### src/shared/uart_pkg.sv
// Shared constants and types for the single-wire serial port
package uart_pkg;
   // ----------------------------------------
   // Register map
   // ----------------------------------------
   localparam logic [8:0] serial_control_addr = 9'h195;
   localparam logic [8:0] serial_data_buffer_addr = 9'h196;
   localparam logic [8:0] baud_prescaler_addr = 9'h197;
   localparam logic [8:0] link_pin_select_addr = 9'h198;
   localparam logic [8:0] irq_mask_addr = 9'h199;
   localparam logic [7:0] ctrl_reset = 8'h00;
   localparam logic [7:0] baud_reset = 8'h00;
   localparam logic [7:0] pinsel_reset = 8'h00;
   localparam logic [7:0] mask_reset = 8'h00;
   // ----------------------------------------
   // Control field positions
   // ----------------------------------------
   localparam int nine_bit_frame_pos = 7;
   localparam int rx_flag_qualify_pos = 5;
   localparam int receive_enable_pos = 4;
   localparam int tx_ninth_pos = 3;
   localparam int rx_ninth_pos = 2;
   localparam int tx_done_pos = 1;
   localparam int rx_done_pos = 0;
   localparam int single_wire_pos = 7;
   // ----------------------------------------
   // Timing
   // ----------------------------------------
   localparam logic [3:0] oversample_last = 4'hf;
   localparam logic [3:0] sample_mid = 4'h7;
   typedef enum logic [1:0] {
      st_idle = 2'b00,
      st_start = 2'b01,
      st_data = 2'b10,
      st_stop = 2'b11
   } line_state_type;
   typedef struct packed {
      logic nine_bit_frame_sel;
      logic rx_flag_qualify;
      logic receive_enable_bit;
      logic tx_ninth_bit;
   } ctrl_type;
   typedef struct packed {
      logic single_wire_sel;
      logic tx_on_port_b3_sel;
      logic tx_on_port_b1_sel;
      logic tx_on_port_a1_sel;
      logic shared_on_port_b0_sel;
      logic shared_on_port_a5_sel;
      logic shared_on_port_a0_sel;
   } pinsel_type;
endpackage

### src/rtl/uart_single_wire_pinsel.sv
// Serial port with baud prescaler, 9-bit frames and pin steering
//
// Functional notes
// RQ1: Frame select picks 8 or 9 data bits
// RQ2: Qualifier blocks receive flag when ninth bit zero
// RQ3: Receive enable steers shared pin direction
// RQ4: Ninth transmit bit sent in 9-bit mode
// RQ5: Ninth received bit captured in 9-bit mode
// RQ6: Transmit-done set when character sent
// RQ7: Receive-done set when character received
// RQ8: Flags cleared by writing zero only
// RQ9: Interrupt flag when either done flag set; code raises it only for a done flag whose mask_q bit is set
// RQ10: Bit rate is clock/16/prescaler
// RQ11: Single-wire select picks half or full duplex
// RQ12: Three transmit pin selects route transmit output
// RQ13: Three shared pin selects route receive/transmit
// RQ14: Data write transmits, read returns received
// RQ15: Start low, LSB first, ninth, stop high
// RQ16: Sixteen-fold sampling, centre bit sampling
module uart_single_wire_pinsel (
   // Clock and reset
   input wire logic clock,
   input wire logic rst,
   // Register port
   input wire logic [8:0] reg_addr,
   input wire logic [7:0] reg_wdata,
   input wire logic reg_write,
   input wire logic reg_read,
   output logic [7:0] reg_rdata,
   // Interrupt
   output logic serial_irq_flag,
   // Transmit-only pins
   output logic port_b_bit3_o,
   output logic port_b_bit3_oe,
   output logic port_b_bit1_o,
   output logic port_b_bit1_oe,
   output logic port_a_bit1_o,
   output logic port_a_bit1_oe,
   // Shared pins
   input wire logic port_b_bit0_i,
   output logic port_b_bit0_o,
   output logic port_b_bit0_oe,
   input wire logic port_a_bit5_i,
   output logic port_a_bit5_o,
   output logic port_a_bit5_oe,
   input wire logic port_a_bit0_i,
   output logic port_a_bit0_o,
   output logic port_a_bit0_oe
);
   // ----------------------------------------
   // Registers
   // ----------------------------------------
   uart_pkg::ctrl_type ctrl_q;
   uart_pkg::pinsel_type pinsel_q;
   logic [7:0] baud_q;
   logic [7:0] mask_q;
   logic tx_done_q;
   logic rx_done_q;
   logic rx_ninth_q;
   logic [7:0] rx_buf_q;
   logic tx_set;
   logic rx_set;
   logic wr_ctrl;
   logic wr_data;
   assign wr_ctrl = reg_write && reg_addr == uart_pkg::serial_control_addr;
   assign wr_data = reg_write && reg_addr == uart_pkg::serial_data_buffer_addr;

   always_ff @(posedge clock) begin
      if (rst) begin
         ctrl_q <= uart_pkg::ctrl_type'({uart_pkg::ctrl_reset[7], uart_pkg::ctrl_reset[5:3]});
         baud_q <= uart_pkg::baud_reset;
         pinsel_q <= uart_pkg::pinsel_type'({uart_pkg::pinsel_reset[7], uart_pkg::pinsel_reset[5:0]});
         mask_q <= uart_pkg::mask_reset;
      end else if (reg_write) begin
         if (reg_addr == uart_pkg::serial_control_addr) begin
            ctrl_q.nine_bit_frame_sel <= reg_wdata[uart_pkg::nine_bit_frame_pos];
            ctrl_q.rx_flag_qualify <= reg_wdata[uart_pkg::rx_flag_qualify_pos];
            ctrl_q.receive_enable_bit <= reg_wdata[uart_pkg::receive_enable_pos];
            ctrl_q.tx_ninth_bit <= reg_wdata[uart_pkg::tx_ninth_pos];
         end
         if (reg_addr == uart_pkg::baud_prescaler_addr) begin
            baud_q <= reg_wdata;
         end
         if (reg_addr == uart_pkg::link_pin_select_addr) begin
            pinsel_q <= {reg_wdata[uart_pkg::single_wire_pos], reg_wdata[5:0]};
         end
         if (reg_addr == uart_pkg::irq_mask_addr) begin
            mask_q <= {6'h00, reg_wdata[1:0]};
         end
      end
   end

   // Hardware set wins over a software clear in the same cycle
   always_ff @(posedge clock) begin
      if (rst) begin
         tx_done_q <= 1'b0;
         rx_done_q <= 1'b0;
      end else begin
         if (tx_set) begin
            tx_done_q <= 1'b1; // RQ6
         end else if (wr_ctrl && !reg_wdata[uart_pkg::tx_done_pos]) begin
            tx_done_q <= 1'b0; // RQ8
         end
         if (rx_set) begin
            rx_done_q <= 1'b1; // RQ7
         end else if (wr_ctrl && !reg_wdata[uart_pkg::rx_done_pos]) begin
            rx_done_q <= 1'b0; // RQ8
         end
      end
   end

   always_ff @(posedge clock) begin
      if (rst) begin
         serial_irq_flag <= 1'b0;
      end else begin
         serial_irq_flag <= (tx_done_q & mask_q[1]) | (rx_done_q & mask_q[0]); // RQ9
      end
   end

   always_ff @(posedge clock) begin
      if (rst) begin
         reg_rdata <= 8'h00;
      end else if (reg_read) begin
         case (reg_addr)
            uart_pkg::serial_control_addr: reg_rdata <= {ctrl_q.nine_bit_frame_sel, 1'b0,
               ctrl_q.rx_flag_qualify, ctrl_q.receive_enable_bit, ctrl_q.tx_ninth_bit,
               rx_ninth_q, tx_done_q, rx_done_q};
            uart_pkg::serial_data_buffer_addr: reg_rdata <= rx_buf_q; // RQ14
            uart_pkg::baud_prescaler_addr: reg_rdata <= baud_q;
            uart_pkg::link_pin_select_addr: reg_rdata <= {pinsel_q.single_wire_sel, 1'b0,
               pinsel_q.tx_on_port_b3_sel, pinsel_q.tx_on_port_b1_sel, pinsel_q.tx_on_port_a1_sel,
               pinsel_q.shared_on_port_b0_sel, pinsel_q.shared_on_port_a5_sel,
               pinsel_q.shared_on_port_a0_sel};
            uart_pkg::irq_mask_addr: reg_rdata <= mask_q;
            default: reg_rdata <= 8'h00;
         endcase
      end else begin
         reg_rdata <= 8'h00;
      end
   end

   // ----------------------------------------
   // Oversample tick: clock / prescaler, 16 ticks a bit
   // ----------------------------------------
   logic [7:0] pre_q;
   logic tick;
   logic wr_baud;
   // Prescaler zero stops the port rather than dividing by 256
   assign tick = baud_q != 8'h00 && pre_q == baud_q - 8'h01;
   // Restart on a new prescaler, else a smaller value strands the count above it
   assign wr_baud = reg_write && reg_addr == uart_pkg::baud_prescaler_addr;
   always_ff @(posedge clock) begin
      if (rst || tick || wr_baud || baud_q == 8'h00) begin
         pre_q <= 8'h00;
      end else begin
         pre_q <= pre_q + 8'h01; // RQ10
      end
   end

   // ----------------------------------------
   // Transmitter
   // ----------------------------------------
   uart_pkg::line_state_type tx_st_q;
   logic [3:0] tx_os_q;
   logic [3:0] tx_bit_q;
   logic [8:0] tx_sh_q;
   logic tx_line_q;
   logic [3:0] nbits;
   assign nbits = ctrl_q.nine_bit_frame_sel ? 4'h9 : 4'h8; // RQ1

   always_ff @(posedge clock) begin
      if (rst) begin
         tx_st_q <= uart_pkg::st_idle;
         tx_os_q <= 4'h0;
         tx_bit_q <= 4'h0;
         tx_sh_q <= 9'h000;
         tx_line_q <= 1'b1;
         tx_set <= 1'b0;
      end else begin
         tx_set <= 1'b0;
         case (tx_st_q)
            uart_pkg::st_idle: begin
               tx_line_q <= 1'b1; // RQ15
               if (wr_data) begin
                  tx_sh_q <= {ctrl_q.tx_ninth_bit, reg_wdata}; // RQ4 RQ14
                  tx_os_q <= 4'h0;
                  tx_bit_q <= 4'h0;
                  tx_st_q <= uart_pkg::st_start;
               end
            end
            uart_pkg::st_start: begin
               tx_line_q <= 1'b0; // RQ15
               if (tick) begin
                  tx_os_q <= tx_os_q + 4'h1;
                  if (tx_os_q == uart_pkg::oversample_last) begin
                     tx_st_q <= uart_pkg::st_data;
                  end
               end
            end
            uart_pkg::st_data: begin
               tx_line_q <= tx_sh_q[0];
               if (tick) begin
                  tx_os_q <= tx_os_q + 4'h1;
                  if (tx_os_q == uart_pkg::oversample_last) begin
                     tx_sh_q <= {1'b1, tx_sh_q[8:1]};
                     tx_bit_q <= tx_bit_q + 4'h1;
                     if (tx_bit_q == nbits - 4'h1) begin
                        tx_st_q <= uart_pkg::st_stop;
                     end
                  end
               end
            end
            uart_pkg::st_stop: begin
               tx_line_q <= 1'b1;
               if (tick) begin
                  tx_os_q <= tx_os_q + 4'h1;
                  if (tx_os_q == uart_pkg::oversample_last) begin
                     tx_set <= 1'b1; // RQ6
                     tx_st_q <= uart_pkg::st_idle;
                  end
               end
            end
            default: tx_st_q <= uart_pkg::st_idle;
         endcase
      end
   end

   // ----------------------------------------
   // Receive pin selection and synchroniser
   // ----------------------------------------
   logic [2:0] pin_meta_q;
   logic [2:0] pin_sync_q;
   logic rx_line;
   logic rx_path_on;
   always_ff @(posedge clock) begin
      if (rst) begin
         pin_meta_q <= 3'b111;
         pin_sync_q <= 3'b111;
      end else begin
         pin_meta_q <= {port_b_bit0_i, port_a_bit5_i, port_a_bit0_i};
         pin_sync_q <= pin_meta_q;
      end
   end
   // Several selected pins are ANDed: any low pulls the line low
   assign rx_line = (pin_sync_q[2] | ~pinsel_q.shared_on_port_b0_sel)
      & (pin_sync_q[1] | ~pinsel_q.shared_on_port_a5_sel)
      & (pin_sync_q[0] | ~pinsel_q.shared_on_port_a0_sel); // RQ13
   assign rx_path_on = ctrl_q.receive_enable_bit; // RQ3

   // ----------------------------------------
   // Receiver
   // ----------------------------------------
   uart_pkg::line_state_type rx_st_q;
   logic [3:0] rx_os_q;
   logic [3:0] rx_bit_q;
   logic [8:0] rx_sh_q;
   logic rx_prev_q;
   always_ff @(posedge clock) begin
      if (rst) begin
         rx_st_q <= uart_pkg::st_idle;
         rx_os_q <= 4'h0;
         rx_bit_q <= 4'h0;
         rx_sh_q <= 9'h000;
         rx_prev_q <= 1'b1;
         rx_buf_q <= 8'h00;
         rx_ninth_q <= 1'b0;
         rx_set <= 1'b0;
      end else begin
         rx_set <= 1'b0;
         if (tick) begin
            rx_prev_q <= rx_line;
         end
         if (!rx_path_on) begin
            rx_st_q <= uart_pkg::st_idle;
         end else if (tick) begin
            case (rx_st_q)
               uart_pkg::st_idle: begin
                  if (rx_prev_q && !rx_line) begin
                     rx_os_q <= 4'h0; // RQ16
                     rx_bit_q <= 4'h0;
                     rx_st_q <= uart_pkg::st_start;
                  end
               end
               uart_pkg::st_start: begin
                  rx_os_q <= rx_os_q + 4'h1;
                  if (rx_os_q == uart_pkg::sample_mid) begin
                     rx_os_q <= 4'h0;
                     rx_st_q <= rx_line ? uart_pkg::st_idle : uart_pkg::st_data;
                  end
               end
               uart_pkg::st_data: begin
                  rx_os_q <= rx_os_q + 4'h1;
                  if (rx_os_q == uart_pkg::oversample_last) begin
                     rx_sh_q <= {rx_line, rx_sh_q[8:1]}; // RQ16
                     rx_bit_q <= rx_bit_q + 4'h1;
                     if (rx_bit_q == nbits - 4'h1) begin
                        rx_st_q <= uart_pkg::st_stop;
                     end
                  end
               end
               uart_pkg::st_stop: begin
                  rx_os_q <= rx_os_q + 4'h1;
                  if (rx_os_q == uart_pkg::oversample_last) begin
                     rx_st_q <= uart_pkg::st_idle;
                     if (ctrl_q.nine_bit_frame_sel) begin
                        rx_buf_q <= rx_sh_q[7:0];
                        rx_ninth_q <= rx_sh_q[8]; // RQ5
                        rx_set <= !(ctrl_q.rx_flag_qualify && !rx_sh_q[8]); // RQ2 RQ7
                     end else begin
                        rx_buf_q <= rx_sh_q[8:1];
                        rx_set <= 1'b1; // RQ7
                     end
                  end
               end
               default: rx_st_q <= uart_pkg::st_idle;
            endcase
         end
      end
   end

   // ----------------------------------------
   // Pin steering
   // ----------------------------------------
   logic shared_tx;
   assign shared_tx = pinsel_q.single_wire_sel && !ctrl_q.receive_enable_bit; // RQ3 RQ11
   always_ff @(posedge clock) begin
      if (rst) begin
         port_b_bit3_o <= 1'b1;
         port_b_bit3_oe <= 1'b0;
         port_b_bit1_o <= 1'b1;
         port_b_bit1_oe <= 1'b0;
         port_a_bit1_o <= 1'b1;
         port_a_bit1_oe <= 1'b0;
         port_b_bit0_o <= 1'b1;
         port_b_bit0_oe <= 1'b0;
         port_a_bit5_o <= 1'b1;
         port_a_bit5_oe <= 1'b0;
         port_a_bit0_o <= 1'b1;
         port_a_bit0_oe <= 1'b0;
      end else begin
         port_b_bit3_o <= tx_line_q;
         port_b_bit3_oe <= pinsel_q.tx_on_port_b3_sel; // RQ12
         port_b_bit1_o <= tx_line_q;
         port_b_bit1_oe <= pinsel_q.tx_on_port_b1_sel; // RQ12
         port_a_bit1_o <= tx_line_q;
         port_a_bit1_oe <= pinsel_q.tx_on_port_a1_sel; // RQ12
         port_b_bit0_o <= tx_line_q;
         port_b_bit0_oe <= pinsel_q.shared_on_port_b0_sel && shared_tx; // RQ13
         port_a_bit5_o <= tx_line_q;
         port_a_bit5_oe <= pinsel_q.shared_on_port_a5_sel && shared_tx; // RQ13
         port_a_bit0_o <= tx_line_q;
         port_a_bit0_oe <= pinsel_q.shared_on_port_a0_sel && shared_tx; // RQ13
      end
   end

   // ----------------------------------------
   // Assertions
   // ----------------------------------------
   AST_TX_SET: assert property (@(posedge clock) disable iff (rst) tx_set |=> tx_done_q) // RQ6
      else $error("transmit done not set");
   AST_RX_SET: assert property (@(posedge clock) disable iff (rst) rx_set |=> rx_done_q) // RQ7
      else $error("receive done not set");
   AST_W1_KEEP: assert property (@(posedge clock) disable iff (rst)
      (wr_ctrl && reg_wdata[uart_pkg::tx_done_pos] && !tx_set) |=> tx_done_q == $past(tx_done_q)) // RQ8
      else $error("write one changed transmit done");
   AST_W0_CLR: assert property (@(posedge clock) disable iff (rst)
      (wr_ctrl && !reg_wdata[uart_pkg::rx_done_pos] && !rx_set) |=> !rx_done_q) // RQ8
      else $error("write zero did not clear receive done");
   AST_IRQ: assert property (@(posedge clock) disable iff (rst)
      (rx_done_q && mask_q[0]) |=> serial_irq_flag) // RQ9
      else $error("interrupt missing");
   AST_QUAL: assert property (@(posedge clock) disable iff (rst)
      (ctrl_q.nine_bit_frame_sel && ctrl_q.rx_flag_qualify && rx_st_q == uart_pkg::st_stop && tick
       && rx_os_q == uart_pkg::oversample_last && !rx_sh_q[8]) |=> !rx_set) // RQ2
      else $error("qualified flag raised with ninth bit zero");
   AST_TX_START: assert property (@(posedge clock) disable iff (rst)
      (wr_data && tx_st_q == uart_pkg::st_idle) |=> ##1 !tx_line_q) // RQ15
      else $error("start bit not low");
   AST_SHARED_DIR: assert property (@(posedge clock) disable iff (rst)
      ctrl_q.receive_enable_bit |=> !port_b_bit0_oe && !port_a_bit5_oe && !port_a_bit0_oe) // RQ3
      else $error("shared pin driven while receiving");
   AST_TXPIN: assert property (@(posedge clock) disable iff (rst)
      pinsel_q.tx_on_port_b3_sel |=> port_b_bit3_oe) // RQ12
      else $error("transmit pin not enabled");
   AST_TICK: assert property (@(posedge clock) disable iff (rst) // RQ10
      (tick && baud_q == 8'h02 && !wr_baud) ##1 !wr_baud |-> !tick ##1 tick)
      else $error("prescaler period wrong");
   COV_TX: cover property (@(posedge clock) disable iff (rst) tx_set);
   COV_RX: cover property (@(posedge clock) disable iff (rst) rx_set);
   COV_NINE: cover property (@(posedge clock) disable iff (rst) rx_set && ctrl_q.nine_bit_frame_sel);
endmodule // uart_single_wire_pinsel

### config.mk
export PLATFORM = sky130hd
export DESIGN_NAME = uart_single_wire_pinsel
export DESIGN_NICKNAME = d
export VERILOG_FILES = /design/src/shared/uart_pkg.sv /design/src/rtl/uart_single_wire_pinsel.sv
export SDC_FILE = /design/constraint.sdc
export NUM_CORES = 1
export LEC_CHECK = 0
export BUFFER_PORTS_ARGS = -buffer_cell sky130_fd_sc_hd__buf_2
export CORE_AREA = 2 2 104 106
export DETAILED_ROUTE_END_ITERATION = 7
export DIE_AREA = 0 0 106 108
export PLACE_DENSITY_LB_ADDON = 0.05
export SLEW_MARGIN = 40
export SYNTH_ARGS = -nofsm -noshare
export SYNTH_HDL_FRONTEND = slang
export SYNTH_SLANG_ARGS = --single-unit
### constraint.sdc
create_clock -name clock -period 3.1 [get_ports clock]
set_input_delay 0.62 -clock clock [delete_from_list [all_inputs] [get_ports clock]]
set_output_delay 0.62 -clock clock [all_outputs]
set_load 0.03 [all_outputs]
==> impl_metrics.tcl, run 1 <==
set metrics [dict create \
    die_area_um2 11400 \
    yosysTopAreaCell "dfxtp_1" \
    slew_headroom_pct 50.5 \
    synth_edf_count 0 \
    rr_startpoint "baud_q[1]" \
    fp.dieH_um 108 \
    die_width_um 106 \
    path_max_fanout 15 \
    clk_latency_ps 390 \
    num_io_pins 45 \
    routed_wl_um 12400 \
    grt_pass1_wl_um 20100 \
    outcome "finished, final reports clean" \
    via_per_inst 5.92 \
    yosys_warnings 0 \
    cts.path.max_buffers 2 \
    wire_per_inst_um 17.0 \
    maxCapViolations 0 \
    required_ps 3430 \
    tns_ps 0 \
    finalHoldViolations 0 \
    clock_skew_ps 10.9 \
    final_common_cell "dfxtp_1" \
    finalMaxSlewViolations 0 \
    grt_overflow 0 \
    nets 625 \
    fmax_ghz 0.353 \
    instances_no_fill 731 \
    hpwl_um 8810 \
    grt_usage_pct 22.4 \
    syn_area_um2 4940 \
    placed_cells 714 \
    ir_drop_v 0.000267 \
    h-tree-depth 3 \
    core_um2 10200 \
    antenna_found_initial 0 \
    cts_buffers 9 \
    cts-root-buf "clkbuf_8" \
    synth-seq-cells 104 \
    grt_max_degree 46 \
    netlist.area_leader.share_pct 42.1 \
    p_leak_nw 2.15 \
    place_ws_ps 183 \
    antenna_left 0 \
    period_needed_ps 2830 \
    vias 4326 \
    synth.avg_cell_area_um2 8.81 \
    rows 37 \
    hold_start "port_a_bit5_i" \
    worst_slew_pin_slew_ps 741 \
    area_growth_pct 10.5 \
    cp-startpoint "baud_q[1]" \
    end_kind "flip-flop" \
    ys_types 68 \
    place_area_um2 5260 \
    arrival_ps 3160 \
    clk_pin_slew_ps 110 \
    hold_class "primary input to flip-flop" \
    synth_area_leaders "dfxtp_1 (42%), mux2i_1 (5.1%), a21oi_1 (5.0%)" \
    synth_nets 596 \
    critPathLaunchType "flip-flop" \
    hold_slack_ps 407 \
    rsz0062_at_grt "false" \
    antennaDiodeCount 0 \
    async_flop_share_pct 0 \
    power_density_nw_per_um2 426 \
    initialDrtViolationCount 285 \
    syn_inst 561 \
    ys_seq_area_share_pct 42.1 \
    setup_ws_ps 269 \
    remaining_drc_errors 0 \
    setup_viol 0 \
    synth-main-ff-cell "dfxtp_1" \
    final_cell_mix "dfxtp_1 (103), nand2_1 (59), a21oi_1 (49), buf_2 (44), nand3_1 (35)" \
    grt_pass1_vias 4026 \
    gp_congestion 0.927 \
    numClockSinks 104 \
    drtPass1Iterations 6 \
    drive_gt1_share_pct 16.5 \
    initial_core_util_pct 48.3 \
    worstSetupPathType "flip-flop to flip-flop" \
    fin_crit_sh_pct 91.3 \
    fin_area_um2 5460 \
    portBuffers 44 \
    cts_tree "done" \
]
## final cells by class
type | count | area (um^2)
clock buffers | 9 | 124
clock inverters | 7 | 71.3
fillers | 969 | 4770
inverters | 12 | 45.0
multi-input cells | 404 | 2630
flip-flops and latches | 104 | 2080
well taps | 136 | 170
repair buffers | 59 | 333
## stage by stage
step / utilization (%) / power [mW]
after global routing: 53.4 / 2.42
after floorplan: - / 1.45
after detailed placement: 51.4 / 1.50
final: 53.4 / 2.32
after CTS: 53.3 / 2.35
after global placement: 51.4 / 1.50
## synthesized netlist by cell type (3+ instances only)
master,count
buf_4,5
nand4b_1,3
mux2i_1,25
o211ai_1,3
nor4_1,5
and3_1,9
dfxtp_1,104
a21oi_1,49
or4_1,4
nand3b_1,4
clkbuf_1,23
xor2_1,6
a222oi_1,7
nand3_1,35
a221o_1,7
nand2b_1,5
o21ai_0,19
buf_2,10
nand2_1,59
nor2b_1,11
ha_1,11
or2_2,8
inv_1,12
o211a_1,9
nor2_1,32
nand4_1,5
a31oi_1,7
nor3_1,12
xnor2_1,8
a22oi_1,4
and2_1,12
## path summary, 6_finish.rpt
path	end	slack (ps)	cells past startpoint
max reg2reg	tx_sh_q[3]	270	11
min reg2reg	pin_sync_q[1]	420	1
min	pin_meta_q[1]	410	2
max	tx_sh_q[3]	270	11
## timing repair
| item | CTS | global route |
|---|---|---|
| resized for setup | 0 | 2 |
| hold buffers | 0 | 0 |
| setup endpoints to repair | 0 | 17 |
| setup buffers | 0 | 1 |
| endpoints found under the hold margin | 0 | 0 |
## power by group
group | internal, mW | total, mW | switching (mW) | leakage (nW)
Sequential | 1.35 | 1.35 | 0.00569 | 0.840
Clock | 0.319 | 0.853 | 0.534 | 0.101
Combinational | 0.0390 | 0.119 | 0.0798 | 1.21
Total | 1.71 | 2.32 | 0.619 | 2.15
## cell families after synthesis
group | after synthesis | share of synthesized area (%)
compound gates | 129 | 17.9
xor+xnor | 15 | 2.81
fa+ha+maj | 11 | 2.79
buf+inv | 53 | 4.81
flops | 104 | 42.1
mux | 26 | 5.29
simple gates | 223 | 24.3
## registers in the layout, summed over array words and instances, names as in the netlist, 2 cells and up, named ones only
signal,count
rx_sh_q,9
tx_sh_q,9
baud_q,8
pre_q,8
reg_rdata,8
rx_buf_q,8
pinsel_q,7
rx_bit_q,4
rx_os_q,4
tx_bit_q,4
tx_os_q,4
ctrl_q,3
pin_meta_q,3
pin_sync_q,3
mask_q,2
tx_st_q,2
## layer usage
metal	share of wire, %	global-route usage, %	vias up
met5	0	0	-
met4	2.6	10.8	0
met3	4.9	4.28	22
met2	46	35.3	132
met1	47	29.8	2087
li1	-	-	2085
## worst max-delay path: stages, from the launching register on
cell      delay [ps]
dfxtp_2          390
inv_1             70
ha_1             260
nor2b_1          330
o2111a_1         250
o21bai_1         100
a211oi_4         250
buf_4            260
nand3_2          240
nor4b_4          300
buf_4            180
a221o_1          140
No activity file was read; power rests on OpenSTA's default activity.
==> run 2: changes to the inputs <==
--- a/config.mk
+++ b/config.mk
@@ -6,9 +6,12 @@
 export NUM_CORES = 1
 export LEC_CHECK = 0
 export BUFFER_PORTS_ARGS = -buffer_cell sky130_fd_sc_hd__buf_2
-export CORE_AREA = 2 2 104 106
+export CELL_PAD_IN_SITES_DETAIL_PLACEMENT = 0
+export CELL_PAD_IN_SITES_GLOBAL_PLACEMENT = 1
+export CORE_AREA = 2 2 108 110
 export DETAILED_ROUTE_END_ITERATION = 7
-export DIE_AREA = 0 0 106 108
+export DIE_AREA = 0 0 110 112
+export GPL_ROUTABILITY_DRIVEN = 0
 export PLACE_DENSITY_LB_ADDON = 0.05
 export SLEW_MARGIN = 40
 export SYNTH_ARGS = -nofsm -noshare
==> run 2 against run 1 <==
Effect of this change: hold slack better by 7.3 ps; wire length is 3.3% higher; cell area is 2.1% higher; maximum frequency is 5.3% higher; first-iteration DRC count is 8.1% higher; die area is 7.6% higher; global-route usage is 0.12 points lower; critical endpoint unchanged.
==> impl_metrics.tcl, run 2 (synthesis results as in run 1) <==
set metrics [dict create \
    hold_slack_ps 414 \
    initial_core_util_pct 44.2 \
    vias 4187 \
    antenna_found_initial 0 \
    grt_usage_pct 22.3 \
    end_kind "flip-flop" \
    tns_ps 0 \
    final_cell_mix "dfxtp_1 (104), nand2_1 (59), a21oi_1 (49), buf_2 (44), nand3_1 (35)" \
    finalPower_mw 2.62 \
    drtPass1Iterations 8 \
    cpLargestDelayFamily "simple AND/OR/NAND/NOR gates" \
    fin_crit_sh_pct 86.7 \
    nFillCells 1104 \
    finalHoldViolations 0 \
    portBuffers 44 \
    cts-root-buf "clkbuf_16" \
    clk_latency_ps 360 \
    cts_resized 0 \
    ir_drop_v 0.000555 \
    fmax_ghz 0.372 \
    num_io_pins 45 \
    final_common_cell "dfxtp_1" \
    hpwl_um 9200 \
    fin_area_um2 5570 \
    wire_per_inst_um 17.4 \
    path_max_fanout 15 \
    core_um2 11200 \
    cts.path.max_buffers 2 \
    required_ps 3410 \
    rows 39 \
    fp.dieH_um 112 \
    p_leak_nw 2.18 \
    rsz0062_at_grt "false" \
    remaining_drc_errors 0 \
    cts_buffers 9 \
    nets 624 \
    grt_pass1_vias 3972 \
    antennaDiodeCount 0 \
    area_growth_pct 12.8 \
    antenna_left 0 \
    slew_headroom_pct 54.8 \
    placed_cells 721 \
    hold_class "flip-flop to flip-flop" \
    crit_path_max_incr_delay_ps 460 \
    maxCapViolations 0 \
    crit_buf_inv 2 \
    initialDrtViolationCount 308 \
    largestRegisters "rx_sh_q (9), tx_sh_q (9)" \
    setup_viol 0 \
    routed_wl_um 12900 \
    grt_max_degree 48 \
    fin_util_pct 49.9 \
    grt_overflow 0 \
    place_area_um2 5270 \
    period_needed_ps 2690 \
    cts_tree "done" \
    cts_hold_buffers 0 \
    clock_skew_ps 10.3 \
    finalMaxSlewViolations 0 \
    cts_setup_buffers 0 \
    instances_no_fill 737 \
    via_per_inst 5.68 \
    place_ws_ps 440 \
    numClockSinks 104 \
    clk_pin_slew_ps 80 \
    die_width_um 110 \
    path_cells "inv_1 > ha_1 > nor2b_1 > o2111a_1 > o21bai_1 > a211oi_4 > buf_4 > nand3_2 > nor4b_4 > a221o_1" \
    worstSetupPathType "flip-flop to flip-flop" \
    setup_ws_ps 412 \
    h-tree-depth 3 \
    worst_slew_pin_slew_ps 678 \
    arrival_ps 3000 \
    drive_gt1_share_pct 16.2 \
    die_area_um2 12300 \
    power_density_nw_per_um2 470 \
    critPathLaunchType "flip-flop" \
    slowest_stage "nor4b_4" \
    outcome "finished, final reports clean" \
    grt_pass1_wl_um 21200 \
]
run 2: final timing paths:
kind | startpoint | end | slack, ps | cells after the start
worst max register to register | baud_q[0] | tx_sh_q[3] | 410 | 10
worst max-delay path | baud_q[0] | tx_sh_q[3] | 410 | 10
worst min register to register | pin_meta_q[2] | pin_sync_q[2] | 410 | 1
worst min-delay path | pin_meta_q[2] | pin_sync_q[2] | 410 | 1
run 2: worst register-to-register path: stages (launching register included):
cell      delay (ps)
dfxtp_1          310
inv_1             50
ha_1             260
nor2b_1          290
o2111a_1         220
o21bai_1          90
a211oi_4         240
buf_4            250
nand3_2          250
nor4b_4          460
a221o_1          210
run 2: power breakdown:
group	internal [mW]	total (mW)	leakage (nW)	switching, mW
clock	0.570	1.15	0.144	0.577
combinational	0.0382	0.117	1.20	0.0788
sequential	1.35	1.35	0.839	0.00606
run 2: area by class of cell:
class	instances	area, um^2	share of cell area [%]
clock buffers	9	225	4.04
clock inverters	7	77.6	1.39
inverters	12	45.0	0.808
multi-input cells	404	2640	47.4
flip-flops and latches	104	2080	37.4
well taps	143	179	3.21
repair buffers	58	325	5.84
run 2: per-layer routing:
layer  GRT usage [%]  wire [um]  vias up
li1                -          -     2074
met1            33.1       6480     2000
met2            32.4       5670      103
met3            4.68        569       10
met4            6.67        140        0
met5               0          0        -
==> run 3: changes to the inputs <==
--- a/config.mk
+++ b/config.mk
@@ -6,11 +6,9 @@
 export NUM_CORES = 1
 export LEC_CHECK = 0
 export BUFFER_PORTS_ARGS = -buffer_cell sky130_fd_sc_hd__buf_2
-export CELL_PAD_IN_SITES_DETAIL_PLACEMENT = 0
-export CELL_PAD_IN_SITES_GLOBAL_PLACEMENT = 1
-export CORE_AREA = 2 2 108 110
+export CORE_AREA = 2 2 104 106
 export DETAILED_ROUTE_END_ITERATION = 7
-export DIE_AREA = 0 0 110 112
+export DIE_AREA = 0 0 106 108
 export GPL_ROUTABILITY_DRIVEN = 0
 export PLACE_DENSITY_LB_ADDON = 0.05
 export SLEW_MARGIN = 40
==> run 3 against run 2 <==
Effect of this change: register-to-register slack worse by 180 ps; global-route usage up 0.43 points; first-iteration DRC count fell by 9.7%; sequential power about the same; hold slack got worse by 11 ps; via count down 0.31%; wire length fell by 5.2%; cell area down 1.8%; final cell count decreased by 0.68%; largest power group unchanged; utilization is 3.6 points higher.
==> impl_metrics.tcl, run 3 (synthesis results as in run 1) <==
set metrics [dict create \
    fmax_ghz 0.349 \
    power_frac_clock_pct 36.7 \
    largestRegisters "rx_sh_q (9), tx_sh_q (9)" \
    remaining_drc_errors 0 \
    period_needed_ps 2860 \
    clk_latency_ps 390 \
    hpwl_um 8800 \
    outcome "finished, final reports clean" \
    r2r-end "tx_sh_q[2]" \
    initialDrtViolationCount 278 \
    worstSetupPathType "flip-flop to flip-flop" \
    final_cell_mix "dfxtp_1 (104), nand2_1 (59), a21oi_1 (49), buf_2 (44), nand3_1 (35)" \
    crit_path_end "tx_sh_q[2]" \
    antenna_left 0 \
    die_area_um2 11400 \
    final_common_cell "dfxtp_1" \
    fin_crit_sh_pct 92.4 \
    grt_usage_pct 22.8 \
    cts_hold_buffers 0 \
    place_ws_ps 245 \
    setup_viol 0 \
    grt_pass1_vias 3977 \
    area_growth_pct 10.7 \
    clk_pin_slew_ps 110 \
    end_kind "flip-flop" \
    numClockSinks 104 \
    critPathLaunchType "flip-flop" \
    slew_headroom_pct 54.5 \
    pwr-share-comb_pct 5.1 \
    initial_core_util_pct 48.3 \
    via_per_inst 5.70 \
    swShare_pct 25.3 \
    cts-root-buf "clkbuf_8" \
    arrival_ps 3190 \
    core_um2 10200 \
    finalMaxSlewViolations 0 \
    required_ps 3430 \
    h-tree-depth 3 \
    cp-startpoint "baud_q[1]" \
    antenna_found_initial 0 \
    power_density_nw_per_um2 425 \
    cts_buffers 9 \
    p_int_mw 1.74 \
    rsz0062_at_grt "false" \
    path_max_fanout 15 \
    maxCapViolations 0 \
    num_io_pins 45 \
    hold_class "primary input to flip-flop" \
    vias 4174 \
    drtPass1Iterations 5 \
    routed_wl_um 12200 \
    cts_tree "done" \
    finalHoldViolations 0 \
    grt_pass1_wl_um 20200 \
    cts.path.max_buffers 2 \
    worst_slew_pin_slew_ps 681 \
    rows 37 \
    fp.dieH_um 108 \
    drive_gt1_share_pct 16.4 \
    rr_startpoint "baud_q[1]" \
    hold_slack_ps 404 \
    wire_per_inst_um 16.6 \
    nets 626 \
    setup_ws_ps 237 \
    p_leak_nw 2.15 \
    ff2ff_setup_slack_ps 240 \
    grt_overflow 0 \
    seq_power_share_pct 58.2 \
    grt_max_degree 34 \
    die_width_um 106 \
    ir_drop_v 0.000270 \
    portBuffers 44 \
    tns_ps 0 \
    p_sw_mw 0.588 \
    clock_skew_ps 14.8 \
    fin_util_pct 53.5 \
    worstRegToRegCells 11 \
    antennaDiodeCount 0 \
]
==> run 3: cell types whose count changed in the layout (fill, tap and decap cells not counted), sizes merged <==
cell | previous run | this run
inv | 14 | 15
clkbuf | 9 | 11
clkinv | 4 | 1
buf | 58 | 60
==> run 3: per-stage QoR <==
step           total power [mW]  std cells  cell area, um^2
2_1_floorplan              1.45        561             4940
3_3_place_gp               1.50        715             5260
3_5_place_dp               1.50        715             5260
4_1_cts                    2.36        731             5460
5_1_grt                    2.42        732             5470
6_report                   2.33        732             5470
==> run 3: timing repair <==
action | in CTS | in global routing
setup buffers | 0 | 1
resized for setup | 0 | 1
endpoints found under the hold margin | 0 | 0
endpoints found under the setup margin | 0 | 16
==> run 3: power by group through the flow <==
stage               clock network, mW  logic (mW)  registers, mW
global route                    0.940       0.129           1.35
floorplan                           0      0.0710           1.38
global placement                    0       0.117           1.38
finish                          0.855       0.119           1.35
CTS                             0.890       0.119           1.35
detailed placement                  0       0.118           1.38
==> run 3: per-layer routing <==
layer  global-route usage, %  part of all wire [%]
met1                    31.0                    47
met3                    5.06                   5.1
met4                    9.59                   2.5
met5                       0                     0
met2                    35.1                    46
==> run 3: worst min path at each step <==
stage	depth (start not counted)	to	from
after floorplan	1	pin_sync_q[0]	pin_meta_q[0]
after global placement	1	pin_sync_q[1]	pin_meta_q[1]
after detailed placement	1	pin_sync_q[1]	pin_meta_q[1]
after CTS	2	pin_meta_q[0]	port_a_bit0_i
after global routing	2	pin_meta_q[0]	port_a_bit0_i
final	2	pin_meta_q[0]	port_a_bit0_i
==> run 3: area by class of cell <==
type	instances	area (um^2)
clock buffers	11	151
multi-input cells	404	2630
flip-flops and latches	104	2080
inverters	12	45.0
well taps	136	170
fillers	960	4760
repair buffers	60	340
clock inverters	5	47.5
==> run 3: worst max-delay path, cell delays in order (launching register included) <==
cell and delay, ps:
dfxtp_1 430, inv_1 90, ha_1 280, nor2b_1 330
o2111a_1 230, o21bai_1 90, a211oi_4 250, buf_4 250
nand3_2 230, nor4b_4 300, buf_4 180, a221o_1 140
